--- src/hw/usart_sync_slave_infrared_defs.svh ---
// How it works
// - Clock source select cleared makes the port a slave on the external shift clock.
// - Two queued words: first goes to the shift register, second waits, empty flag clear.
// - After the first word leaves, the second loads and the empty flag sets in the same cycle.
// - Empty flag with transmit interrupt enable raises a wake-capable interrupt in Sleep.
// - Single receive enable has no effect in slave mode; continuous receive governs.
// - Continuous receive set before Sleep or Idle still receives and buffers a word.
// - A received word with receive interrupt enable raises a wake-capable interrupt.
// - Clearing continuous receive enable resets the receive error state.
// - Infrared codec works only in 16x baud mode, never in 4x mode.
// - Baud clock pin drives when enabled, asynchronous, clock source set; infrared ignored.
// - Baud clock pin waveform depends only on the divisor, not the 16x/4x mode.
// - With baud clock output active the receive baud generator runs continuously.
// - In Sleep the baud clock pin stops and stays low.
// - Baud clock mode forces the baud clock pin to be an output.
// - Infrared enable in asynchronous 16x mode routes both pins through the codec.
// - The codec stays off in synchronous mode even with infrared enable set.
// - Encoder: a one is all low; a zero is low 7, high 3, low 6 periods.
// - Transmit polarity select sets the infrared transmit idle level only.
// - Each receive falling edge holds decoded data low 16 periods; an edge inside that window adds another 16 after it expires.
// - Decoded stream lags the synchronised infrared input by at most one period.
// - Receive polarity select sets the expected receive idle level only.
// - Synchronous receive samples the data line on the shift clock falling edge.
// - Transmit buffer empty flag clears only by writing new data.
`ifndef USART_SYNC_SLAVE_INFRARED_DEFS_SVH
`define USART_SYNC_SLAVE_INFRARED_DEFS_SVH

`define WORD_WIDTH 8
`define BRG_WIDTH 16
`define FIFO_DEPTH 4
`define BIT_COUNT_WIDTH 4
`define LAST_BIT_INDEX 4'h7
`define PHASE_LAST 4'hf
`define IR_PULSE_FIRST 4'h7
`define IR_PULSE_LAST 4'h9
`define IR_HOLD_LAST 5'h0f
`define SYNC_STAGES 3

`endif

--- src/hw/usart_pkg.sv ---
`include "usart_sync_slave_infrared_defs.svh"

package usart_pkg;

    typedef struct packed {
        logic serial_port_enable;
        logic sync_mode;
        logic clock_source_select;
        logic continuous_receive_enable;
        logic infrared_enable;
        logic transmit_polarity_select;
        logic receive_polarity_select;
        logic baud_16x_mode;
        logic [`BRG_WIDTH-1:0] baud_divisor;
        logic transmit_interrupt_enable;
        logic receive_interrupt_enable;
    } port_config_t;

    typedef struct packed {
        logic sleep_mode;
        logic idle_mode;
    } power_state_t;

    typedef struct packed {
        logic [`SYNC_STAGES-1:0] clock_sync;
        logic [`SYNC_STAGES-1:0] data_sync;
        logic clock_level;
        logic data_level;
        logic [`WORD_WIDTH-1:0] transmit_buffer;
        logic transmit_buffer_full;
        logic [`WORD_WIDTH-1:0] transmit_shift_register;
        logic [`BIT_COUNT_WIDTH-1:0] transmit_bits_left;
        logic [`WORD_WIDTH-1:0] receive_shift_register;
        logic [`BIT_COUNT_WIDTH-1:0] receive_bit_index;
        logic receive_error;
        logic [`BRG_WIDTH-1:0] brg_count;
        logic baud_clock_level;
        logic [3:0] bit_phase;
        logic encode_bit;
        logic transmit_pin_level;
        logic edge_pending;
        logic [4:0] decode_hold;
        logic decoded_level;
    } usart_state_t;

    localparam usart_state_t STATE_RESET = '{
        clock_sync: '0,
        data_sync: '1,
        clock_level: 1'b0,
        data_level: 1'b1,
        transmit_buffer: '0,
        transmit_buffer_full: 1'b0,
        transmit_shift_register: '0,
        transmit_bits_left: '0,
        receive_shift_register: '0,
        receive_bit_index: '0,
        receive_error: 1'b0,
        brg_count: '0,
        baud_clock_level: 1'b0,
        bit_phase: '0,
        encode_bit: 1'b1,
        transmit_pin_level: 1'b1,
        edge_pending: 1'b0,
        decode_hold: '0,
        decoded_level: 1'b1
    };

endpackage

--- src/hw/usart_sync_slave_infrared.sv ---
`timescale 1ns/1ps
`default_nettype none
`include "usart_sync_slave_infrared_defs.svh"

// ----------------------------------------------------------------------------
// Receive word FIFO
// ----------------------------------------------------------------------------

module word_fifo #(
    parameter int WIDTH = `WORD_WIDTH,
    parameter int DEPTH = `FIFO_DEPTH
) (
    input wire logic core_clk,
    input wire logic reset_n,
    input wire logic in_valid,
    output logic in_ready,
    input wire logic [WIDTH-1:0] in_data,
    output logic out_valid,
    input wire logic out_ready,
    output logic [WIDTH-1:0] out_data
);
    localparam int AW = (DEPTH > 1) ? $clog2(DEPTH) : 1;
    localparam int CW = $clog2(DEPTH + 1);
    localparam logic [CW-1:0] FULL_COUNT = CW'(DEPTH);
    localparam logic [AW-1:0] LAST_SLOT = AW'(DEPTH - 1);

    typedef struct packed {
        logic [DEPTH-1:0][WIDTH-1:0] mem;
        logic [AW-1:0] wr_ptr;
        logic [AW-1:0] rd_ptr;
        logic [CW-1:0] count;
    } fifo_state_t;

    fifo_state_t st_r;
    fifo_state_t st_nxt;
    logic push;
    logic pop;

    function automatic logic [AW-1:0] advance(input logic [AW-1:0] ptr);
        advance = (ptr == LAST_SLOT) ? '0 : AW'(ptr + 1'b1);
    endfunction

    assign in_ready = (st_r.count != FULL_COUNT);
    assign out_valid = (st_r.count != '0);
    assign out_data = st_r.mem[st_r.rd_ptr];
    assign push = in_valid && in_ready;
    assign pop = out_valid && out_ready;

    always_comb begin
        st_nxt = st_r;
        if (push) begin
            st_nxt.mem[st_r.wr_ptr] = in_data;
            st_nxt.wr_ptr = advance(st_r.wr_ptr);
        end
        if (pop) begin
            st_nxt.rd_ptr = advance(st_r.rd_ptr);
        end
        if (push && !pop) begin
            st_nxt.count = CW'(st_r.count + 1'b1);
        end else if (pop && !push) begin
            st_nxt.count = CW'(st_r.count - 1'b1);
        end
    end

    always_ff @(posedge core_clk) begin
        if (!reset_n) begin
            st_r <= '0;
        end else begin
            st_r <= st_nxt;
        end
    end
endmodule

// ----------------------------------------------------------------------------
// Serial port: synchronous slave and infrared support
// ----------------------------------------------------------------------------

module usart_sync_slave_infrared #(
    parameter int FIFO_DEPTH = `FIFO_DEPTH
) (
    input wire logic core_clk,
    input wire logic reset_n,
    input wire usart_pkg::port_config_t cfg,
    input wire usart_pkg::power_state_t power,
    input wire logic tx_write,
    input wire logic [`WORD_WIDTH-1:0] tx_data,
    output logic transmit_buffer_empty_flag,
    output logic rx_valid,
    input wire logic rx_ready,
    output logic [`WORD_WIDTH-1:0] rx_data,
    output logic receive_error,
    output logic tx_interrupt,
    output logic rx_interrupt,
    output logic wake_request,
    input wire logic shift_clock_pin,
    input wire logic receive_pin_in,
    output logic receive_pin_out,
    output logic receive_pin_oe,
    output logic transmit_pin,
    output logic baud_clock_pin,
    output logic baud_clock_oe,
    input wire logic async_tx_serial,
    output logic [3:0] async_bit_phase,
    output logic async_rx_serial,
    output logic baud_tick
);
    usart_pkg::usart_state_t st_r;
    usart_pkg::usart_state_t st_nxt;
    logic slave_mode;
    logic bclk_mode;
    logic ir_active;
    logic brg_run;
    logic tick;
    logic clock_fall;
    logic data_now;
    logic rx_line;
    logic rx_fall;
    logic word_done;
    logic fifo_ready;

    // A change on a pin counts once the second and third stages agree.
    function automatic logic settle(input logic [`SYNC_STAGES-1:0] s, input logic prev);
        settle = (s[1] == s[2]) ? s[2] : prev;
    endfunction

    assign slave_mode = cfg.serial_port_enable && cfg.sync_mode && !cfg.clock_source_select;
    assign bclk_mode = cfg.serial_port_enable && !cfg.sync_mode && cfg.clock_source_select;
    assign ir_active = cfg.serial_port_enable && !cfg.sync_mode && cfg.infrared_enable
                       && cfg.baud_16x_mode;
    assign brg_run = bclk_mode || ir_active;
    // Lowering the divisor below the running count wraps at once instead of running to all ones.
    assign tick = brg_run && (st_r.brg_count >= cfg.baud_divisor);

    // ------------------------------------------------------------------------
    // Pin synchronisers and edge detection
    // ------------------------------------------------------------------------

    // The data pin shares the clock's synchroniser depth so edge and data stay aligned.
    assign clock_fall = st_r.clock_level && !settle(st_r.clock_sync, st_r.clock_level);
    assign data_now = settle(st_r.data_sync, st_r.data_level);
    // Receive polarity normalises the line so idle always reads high.
    assign rx_line = data_now ^ cfg.receive_polarity_select;
    assign rx_fall = ir_active && (st_r.data_level ^ cfg.receive_polarity_select) && !rx_line;
    assign word_done = slave_mode && cfg.continuous_receive_enable && clock_fall
                       && (st_r.receive_bit_index == `LAST_BIT_INDEX);

    // ------------------------------------------------------------------------
    // Next-state logic
    // ------------------------------------------------------------------------

    always_comb begin
        st_nxt = st_r;
        st_nxt.clock_sync = {st_r.clock_sync[1:0], shift_clock_pin};
        st_nxt.data_sync = {st_r.data_sync[1:0], receive_pin_in};
        st_nxt.clock_level = settle(st_r.clock_sync, st_r.clock_level);
        st_nxt.data_level = data_now;

        // Transmit buffer and shift register.
        if (tx_write && !st_r.transmit_buffer_full) begin
            st_nxt.transmit_buffer = tx_data;
            st_nxt.transmit_buffer_full = 1'b1;
        end
        if (slave_mode && !cfg.continuous_receive_enable && clock_fall
            && st_r.transmit_bits_left != '0) begin
            st_nxt.transmit_shift_register = st_r.transmit_shift_register >> 1;
            st_nxt.transmit_bits_left = st_r.transmit_bits_left - 1'b1;
        end
        // The waiting word moves only once the shift register is empty.
        if (st_r.transmit_buffer_full && st_r.transmit_bits_left == '0) begin
            st_nxt.transmit_shift_register = st_r.transmit_buffer;
            st_nxt.transmit_bits_left = `LAST_BIT_INDEX + 1'b1;
            st_nxt.transmit_buffer_full = 1'b0;
        end

        // Slave reception runs in any power state; single receive enable is not consulted.
        if (!cfg.continuous_receive_enable || !slave_mode) begin
            st_nxt.receive_bit_index = '0;
            if (!cfg.continuous_receive_enable) begin
                st_nxt.receive_error = 1'b0;
            end
        end else if (clock_fall) begin
            st_nxt.receive_shift_register = {data_now, st_r.receive_shift_register[`WORD_WIDTH-1:1]};
            st_nxt.receive_bit_index = word_done ? '0 : st_r.receive_bit_index + 1'b1;
            if (word_done && !fifo_ready) begin
                st_nxt.receive_error = 1'b1;
            end
        end

        // Baud rate generator; its period depends on the divisor alone.
        if (!brg_run) begin
            st_nxt.brg_count = '0;
        end else if (tick) begin
            st_nxt.brg_count = '0;
        end else begin
            st_nxt.brg_count = st_r.brg_count + 1'b1;
        end
        st_nxt.baud_clock_level = bclk_mode && !power.sleep_mode
                                  && (st_nxt.brg_count <= (cfg.baud_divisor >> 1));

        // Infrared encoder.
        if (!ir_active) begin
            st_nxt.bit_phase = '0;
            st_nxt.encode_bit = 1'b1;
            st_nxt.transmit_pin_level = async_tx_serial;
        end else begin
            if (tick) begin
                st_nxt.bit_phase = st_r.bit_phase + 1'b1;
                if (st_r.bit_phase == `PHASE_LAST) begin
                    st_nxt.encode_bit = async_tx_serial;
                end
            end
            st_nxt.transmit_pin_level = cfg.transmit_polarity_select
                ^ (!st_nxt.encode_bit && st_nxt.bit_phase >= `IR_PULSE_FIRST
                   && st_nxt.bit_phase <= `IR_PULSE_LAST);
        end

        // Infrared decoder; an edge seen inside a low window is kept until that window expires.
        if (!ir_active) begin
            st_nxt.edge_pending = 1'b0;
            st_nxt.decode_hold = '0;
            st_nxt.decoded_level = 1'b1;
        end else begin
            st_nxt.edge_pending = rx_fall || (st_r.edge_pending && !(tick && st_r.decode_hold == '0));
            if (tick) begin
                if (st_r.decode_hold != '0) begin
                    st_nxt.decode_hold = st_r.decode_hold - 1'b1;
                end else if (st_r.edge_pending) begin
                    st_nxt.decoded_level = 1'b0;
                    st_nxt.decode_hold = `IR_HOLD_LAST;
                end else begin
                    st_nxt.decoded_level = 1'b1;
                end
            end
        end
    end

    always_ff @(posedge core_clk) begin
        if (!reset_n) begin
            st_r <= usart_pkg::STATE_RESET;
        end else begin
            st_r <= st_nxt;
        end
    end

    // ------------------------------------------------------------------------
    // Receive buffer
    // ------------------------------------------------------------------------

    // A full buffer refuses the word and the overrun sets the receive error.
    word_fifo #(
        .WIDTH(`WORD_WIDTH),
        .DEPTH(FIFO_DEPTH)
    ) receive_buffer (
        .core_clk(core_clk),
        .reset_n(reset_n),
        .in_valid(word_done),
        .in_ready(fifo_ready),
        .in_data({data_now, st_r.receive_shift_register[`WORD_WIDTH-1:1]}),
        .out_valid(rx_valid),
        .out_ready(rx_ready),
        .out_data(rx_data)
    );

    // ------------------------------------------------------------------------
    // Outputs
    // ------------------------------------------------------------------------

    assign transmit_buffer_empty_flag = !st_r.transmit_buffer_full;
    assign receive_error = st_r.receive_error;
    assign tx_interrupt = transmit_buffer_empty_flag && cfg.transmit_interrupt_enable;
    assign rx_interrupt = rx_valid && cfg.receive_interrupt_enable;
    assign wake_request = (power.sleep_mode || power.idle_mode) && (tx_interrupt || rx_interrupt);
    assign receive_pin_oe = slave_mode && !cfg.continuous_receive_enable && st_r.transmit_bits_left != '0;
    assign receive_pin_out = st_r.transmit_shift_register[0];
    assign transmit_pin = st_r.transmit_pin_level;
    assign baud_clock_pin = st_r.baud_clock_level;
    assign baud_clock_oe = bclk_mode;
    assign async_bit_phase = st_r.bit_phase;
    assign async_rx_serial = ir_active ? st_r.decoded_level : rx_line;
    assign baud_tick = tick;
endmodule

`default_nettype wire

--- config.mk ---
export PLATFORM = sky130hd
export DESIGN_NAME = usart_sync_slave_infrared
export DESIGN_NICKNAME = d
export VERILOG_FILES = /design/src/hw/usart_pkg.sv /design/src/hw/usart_sync_slave_infrared.sv
export VERILOG_INCLUDE_DIRS = /design/src /design/src/hw
export SDC_FILE = /design/constraint.sdc
export NUM_CORES = 1
export LEC_CHECK = 0
export ABC_AREA = 1
export BUFFER_PORTS_ARGS = -buffer_cell sky130_fd_sc_hd__buf_2
export CORE_UTILIZATION = 63
export CTS_CLUSTER_DIAMETER = 120
export DETAILED_ROUTE_END_ITERATION = 6
export GPL_TIMING_DRIVEN = 1
export PLACE_DENSITY = 0.85
export SETUP_SLACK_MARGIN = 0.15
export SLEW_MARGIN = 30
export SYNTH_ARGS = -nofsm -noshare
export SYNTH_HDL_FRONTEND = slang
export SYNTH_SLANG_ARGS = --single-unit
--- constraint.sdc ---
create_clock -name core_clk -period 6.06 [get_ports core_clk]
set_input_delay 0.303 -clock core_clk [delete_from_list [all_inputs] [get_ports core_clk]]
set_output_delay 0.303 -clock core_clk [all_outputs]
set_load 0.005 [all_outputs]
==> results of run 1 <==
==> cell families (layout without fill, tap and decap cells) <==
| family | Yosys count | after routing | share of synthesized area, % |
|---|---|---|---|
| xor gates and xnor gates | 11 | 11 | 1.698 |
| AOI/OAI and AO/OA | 186 | 186 | 18.24 |
| DFF | 110 | 110 | 38.81 |
| adders and majority gates | 43 | 43 | 9.614 |
| muxes | 2 | 2 | 0.3749 |
| buffers and inverters | 132 | 196 | 9.085 |
| and+or+nand+nor | 272 | 272 | 22.18 |
==> per-layer routing <==
layer  GRT usage, %  vias up
li1               -     2637
met1          34.79     2436
met2          48.86      209
met3          5.853       23
met4          9.414        0
met5              0        -
==> stage by stage <==
step | util (%) | worst slack, ns
6_report | 72.27 | 2.969
3_5_place_dp | 69.50 | 2.915
3_3_place_gp | 69.50 | 3.061
5_1_grt | 72.27 | 2.667
4_1_cts | 72.27 | 2.999
2_1_floorplan | - | 3.423
==> Yosys cell counts (all sizes together) <==
| cell type | number |
|---|---|
| dfxtp | 110 |
| xnor2 | 2 |
| mux2 | 1 |
| xor2 | 9 |
| and3 | 1 |
| a21oi | 54 |
| nand3 | 21 |
| o211ai | 2 |
| o21bai | 1 |
| o211a | 1 |
| nand2 | 117 |
| o32ai | 1 |
| nor3 | 28 |
| a211oi | 2 |
| nand4 | 8 |
| inv | 108 |
| nor3b | 3 |
| o21a | 2 |
| nand3b | 1 |
| fa | 1 |
| o31ai | 1 |
| nor4 | 1 |
| nor2 | 87 |
| a22oi | 1 |
| clkinv | 3 |
| a31oi | 29 |
| ha | 42 |
| o22ai | 9 |
| a221oi | 2 |
| clkbuf | 13 |
| a21o | 2 |
| o21ai | 79 |
| buf | 8 |
| and2 | 1 |
| mux2i | 1 |
| or2 | 4 |
==> layout make-up <==
class	instances	area, µm²	area share, %
flip-flops and latches	110	2202	34.94
well taps	108	135.1	2.144
clock buffers	10	137.6	2.184
multi-input cells	514	2957	46.91
repair buffers	69	350.3	5.559
clock inverters	6	103.9	1.648
inverters	111	416.7	6.611
==> worst max-delay path: cells and delay by family, from the launching register on <==
kind	cells	cell delay, ns
buffers and inverters	3	0.45
adder cells (fa/ha/maj)	2	0.61
AO/OA/AOI/OAI	5	0.51
AND/OR/NAND/NOR	14	1.03
flip-flops	1	0.36
==> power groups by stage <==
stage / sequential [mW] / clock (mW) / combinational, mW
2_1_floorplan: 0.775 / 0 / 0.157
3_3_place_gp: 0.791 / 0 / 0.221
3_5_place_dp: 0.792 / 0 / 0.228
4_1_cts: 0.774 / 0.520 / 0.229
5_1_grt: 0.779 / 0.547 / 0.264
6_report: 0.776 / 0.515 / 0.230
==> final timing paths <==
check	start	endpoint	slack, ns
worst min-delay path	shift_clock_pin	st_nxt[70]	0.12
worst min register to register	st_nxt[67]	st_nxt[68]	0.42
worst max register to register	st_r[21]	baud_clock_pin	2.97
worst max-delay path	st_r[21]	baud_clock_pin	2.97
==> flip-flops by register name, indices dropped and copies added, names as in the netlist <==
signal,count
baud_clock_pin,1
transmit_pin,1
st_r,59
receive_buffer.st_r,39
async_bit_phase,4
receive_pin_out,1
st_nxt,4
receive_error,1
==> impl_metrics.toml, run 1 <==
[run_status]
outcome = "complete, no violations"

[sta]
rsz0062_at_grt = "false"
fin_crit_sh_pct = 51.01
setup-violations-final = 0
slew_headroom_pct = 40.74
tns_ns = 0
slew_violations = 0
fin_worst_skew_ns = 0.01015
hold_slack_ns = 0.1175
worstMarginPinSlew_ns = 0.8889
finalHoldViolations = 0
fmax_mhz = 323.5
fin_crit_ns = 3.091

[place]
numPortBuffers = 67
routabilityCongestion = 0.8655
dp_hpwl_um = 9252
dpl.cell_count = 912
place_area_um2 = 6061

[finish]
final_common_cell = "nand2_1"
area_delta_synth_final_pct = 11.07
final_cells = 928
diodes = 0
drive_above_1_share_pct = 15.73
postLayoutCellArea_um2 = 6302
final_cell_mix = "111 x nand2_1, 110 x dfxtp_1, 97 x inv_1, 78 x nor2_1, 77 x o21ai_0"
fillCellCount = 697
fin_nets = 901

[clocking]
cts_root_buf = "clkbuf_8"
htreeDepth = 3
ctsHoldBuffers = 0
clock-sinks = 110
cts_resized = 0
clk_pin_slew_worst_paths_ns = 0.11
numCtsBuffers = 9
cts_tree = "done"
postCtsSetupBuffers = 0
clk_latency_ns = 0.37
clk_path_buf_depth = 2

[pwr]
vdd_drop_max_mv = 0.2377
p_clk_share_pct = 33.9
pwr-share-seq_pct = 51.0
power.leakage_nw = 2.936
power.switching_uw = 431.5
power_frac_comb_pct = 15.1
powerDensity_nw_per_um2 = 241.3
finalPower_mw = 1.521
p_int_mw = 1.089
p_sw_share_pct = 28.38

[run]
maxCapViolations = 0

[floorplan]
io-pin-count = 68
die_area_um2 = 9391
die_w_um = 96.91
coreArea_um2 = 8721
rows = 34
start_util_pct = 65.06
fp.dieH_um = 96.91

[synth]
synth_nets = 842
yosys_register_bits = 110
synth_area_um2 = 5674
ys_types = 49
ys_warn_count = 0
synth-seq-area-share_pct = 38.81
netlist.area_leader.share_pct = 38.81
synth_cells = 756
synth_top_area_cell = "dfxtp_1"
synth.area.top_cells = "dfxtp_1 39%, ha_1 9.3%, nand2_1 7.3%"
syn_area_per_cell_um2 = 7.506

[worst_setup_path]
slowest_delay_ns = 0.36
start_kind = "flip-flop"
crit_path_end_kind = "flip-flop"
critical_path_class = "reg -> reg"
arrival_ns = 3.35
slowest_stage = "dfxtp_1"
crit_chain = "ha_1 > nand2_1 > inv_1 > nand2_1 > nor2_1 > nor2_1 > nand2_1 > nand2_1 > nand2_4 > nor2_4 > inv_2 > nor2_1 > ha_1 > inv_1 > nor2_1 > nor2_1 > o21ai_0 > nand2_1 > o211ai_1 > nand2_1 > a21oi_1 > o21ai_0 > nand2_1 > a21oi_1"
crit_required_ns = 6.32
crit_top_cell = "nand2_1"
rr_worst_depth = 24
worstPathMaxFanout = 26

[global_route]
antenna_found_initial = 0
grt_pass1_vias = 5142
grt_first_pass_wirelength_um = 22200
grt_use_total_pct = 28.20
grt_max_degree = 59
grt.overflow.total = 0

[hold_path]
min_path_cells = 3
holdCritPathClass = "in -> reg"

[detailed_routing]
maxUsedRoutingLayer = "met4"
wl_met2_um = 6218
num_vias = 5305
drt_iter0_drc = 324
routedWlPerCell_um = 13.89
drtPass1Iterations = 5
routed-wl-met3_um = 827
wirelength_um = 12890
drt-met1-wl_um = 5625
drc = 0
viasPerCell = 5.717
ant_nets = 0
Note: power is estimated with default switching activity, not from simulation.
==> run 2, diff against run 1 <==
Settings changed: CORE_UTILIZATION 63 to 53, PLACE_DENSITY 0.85 to 0.77.
Clock period 6.06 ns to 2.49 ns, I/O delays scaled along.
==> impl_metrics.toml, run 2 (synthesis gave the netlist of run 1 again) <==
[run_status]
outcome = "finished with violations"
violations = "setup timing"

[worst_setup_path]
r2r-end = "baud_clock_pin"
slowest_delay_ns = 0.35
crit_top_cell = "nand2_1"
slowest_stage = "dfxtp_2"
start_kind = "flip-flop"
timing.critical_path.buf_inv = 3
critical_path_class = "reg -> reg"
critical-path-top-delay-family = "simple AND/OR/NAND/NOR gates"
worstPathMaxFanout = 7
r2r_slack_ns = -0.36
r2r_start = "st_r[21]"
crit_chain = "ha_4 > nand2_1 > inv_1 > nand2_1 > nand2_1 > nor2_1 > nand2_1 > nand2_2 > nand2_4 > nor2_4 > inv_4 > nor2_2 > ha_1 > inv_2 > nor2_1 > nor2_1 > o21ai_1 > nand2_1 > o211ai_1 > nand2_1 > a21oi_1 > o21ai_1 > nand2_1 > a21oi_2"
crit_required_ns = 2.81
crit_path_end_kind = "flip-flop"
rr_worst_depth = 24
arrival_ns = 3.17

[detailed_routing]
ant_nets = 0
num_vias = 5521
routedWlPerCell_um = 13.81
viasPerCell = 5.413
drc = 0
wirelength_um = 14090
drt_iter0_drc = 339
drtPass1Iterations = 5

[sta]
hold_slack_ns = 0.02459
layout_setup_ws_ns = -0.3620
slew_violations = 0
tns_ns = -0.3620
rsz0062_at_grt = "true"
slew_headroom_pct = 65.89
fmax_mhz = 350.6
fin_crit_ns = 2.852
setup-violations-final = 1
fin_crit_sh_pct = 114.5
worstMarginPinSlew_ns = 0.5111
finalHoldViolations = 0
fin_worst_skew_ns = 0.01883

[global_route]
antenna_found_initial = 0
grt.overflow.total = 0
grt_max_degree = 58
grt_use_total_pct = 26.00
grt_first_pass_wirelength_um = 23540
grt_pass1_vias = 5356

[finish]
final_common_cell = "nand2_1"
final_cell_mix = "108 x nand2_1, 100 x dfxtp_1, 95 x inv_1, 72 x nor2_1, 72 x o21ai_0"
drive_above_1_share_pct = 24.66
diodes = 0
fin_nets = 965
largest_reg_flops = 59
reg.largest.list = "st_r: 59 flops, receive_buffer.st_r: 39 flops"
fillCellCount = 876
area_delta_synth_final_pct = 23.86
final_cells = 1020
top_register = "st_r"

[floorplan]
io-pin-count = 68
coreArea_um2 = 10370
fp.dieH_um = 105.5
die_w_um = 105.5
rows = 37
start_util_pct = 54.72
die_area_um2 = 11120

[pwr]
power_frac_comb_pct = 18.7
pwr-share-seq_pct = 49.8
p_clk_share_pct = 31.5
p_sw_share_pct = 29.86
power.switching_mw = 1.112
power.leakage_nw = 3.235
powerDensity_nw_per_um2 = 529.7
vdd_drop_max_mv = 0.3104
p_int_mw = 2.611

[clocking]
clock-sinks = 110
htreeDepth = 3
cts_tree = "done"
cts_root_buf = "clkbuf_8"
clk_latency_ns = 0.38
clk_path_buf_depth = 2
numCtsBuffers = 9
clk_pin_slew_worst_paths_ns = 0.11

[hold_path]
hold_end = "st_r[55]"
min_path_cells = 3
holdCritPathClass = "in -> reg"
hp-start = "tx_write"

[place]
dpl.cell_count = 988
dp_hpwl_um = 10170
place_ws_ns = -0.2387
routabilityCongestion = 0.9518
numPortBuffers = 67

[run]
maxCapViolations = 0
[run 2: cell count changes in the layout (fill, tap and decap cells not counted), moves of 6 or more]
cell           before  now
nor2_2              5   11
nor2_1             78   72
ha_4                0    7
dfxtp_2             0    8
buf_4               2   51
ha_1               42   35
dlygate4sd3_1       0    9
dfxtp_1           110  100
[run 2: what timing repair did]
| item | in CTS | in global routing |
|---|---|---|
| hold buffers | 8 | 1 |
| endpoints found under the hold margin | 8 | 1 |
| buffers inserted | 3 | 3 |
| resized for setup | 5 | 29 |
| setup endpoints to repair | 1 | 6 |
| gates cloned | 1 | 0 |
| pin swaps | 5 | 9 |
[run 2: power groups by stage]
| stage | Combinational, mW | Clock (mW) | Sequential (mW) |
|---|---|---|---|
| finish | 0.695 | 1.17 | 1.86 |
| global route | 0.773 | 1.29 | 1.87 |
| CTS | 0.676 | 1.21 | 1.86 |
| detailed placement | 0.656 | 0 | 1.90 |
| global placement | 0.630 | 0 | 1.89 |
| floorplan | 0.391 | 0 | 1.88 |
[run 2: final cells by class]
class | instances | area, µm² | share of cell area (%)
Inverter | 111 | 419.2 | 5.964
Tap cell | 136 | 170.2 | 2.421
Clock inverter | 6 | 86.33 | 1.228
Timing Repair inverter | 1 | 7.507 | 0.1068
Sequential cell | 110 | 2220 | 31.58
Clock buffer | 10 | 137.6 | 1.958
Timing Repair Buffer | 132 | 864.6 | 12.30
Multi-Input combinational cell | 514 | 3123 | 44.44
[run 2: through the flow]
step / instance area [µm²] / util [%] / total power [mW]
final: 7028 / 67.77 / 3.723
after global routing: 7028 / 67.77 / 3.931
after floorplan: 5762 / - / 2.275
after global placement: 6529 / 62.96 / 2.525
after detailed placement: 6529 / 62.96 / 2.553
after CTS: 6884 / 66.39 / 3.742
[run 2: worst min-delay path, stage by stage]
cell and delay (ns):
buf_2 0.09, inv_1 0.07, a21oi_1 0.07
[run 2: worst max path at each step]
| stage | startpoint | endpoint | cells past startpoint |
|---|---|---|---|
| after global placement | st_r[15] | baud_clock_pin | 15 |
| after CTS | st_r[18] | baud_clock_pin | 24 |
| final | st_r[21] | baud_clock_pin | 24 |
| after detailed placement | st_r[15] | baud_clock_pin | 23 |
| after global routing | st_r[21] | baud_clock_pin | 24 |
| after floorplan | st_r[18] | baud_clock_pin | 25 |
[run 2: routing by layer]
layer / vias to the layer above / GRT usage (%) / share of wire (%)
li1: 2779 / - / -
met1: 2557 / 32.08 / 43
met2: 156 / 45.30 / 49
met3: 29 / 4.824 / 4.8
met4: 0 / 8.853 / 2.3
met5: - / 0 / 0
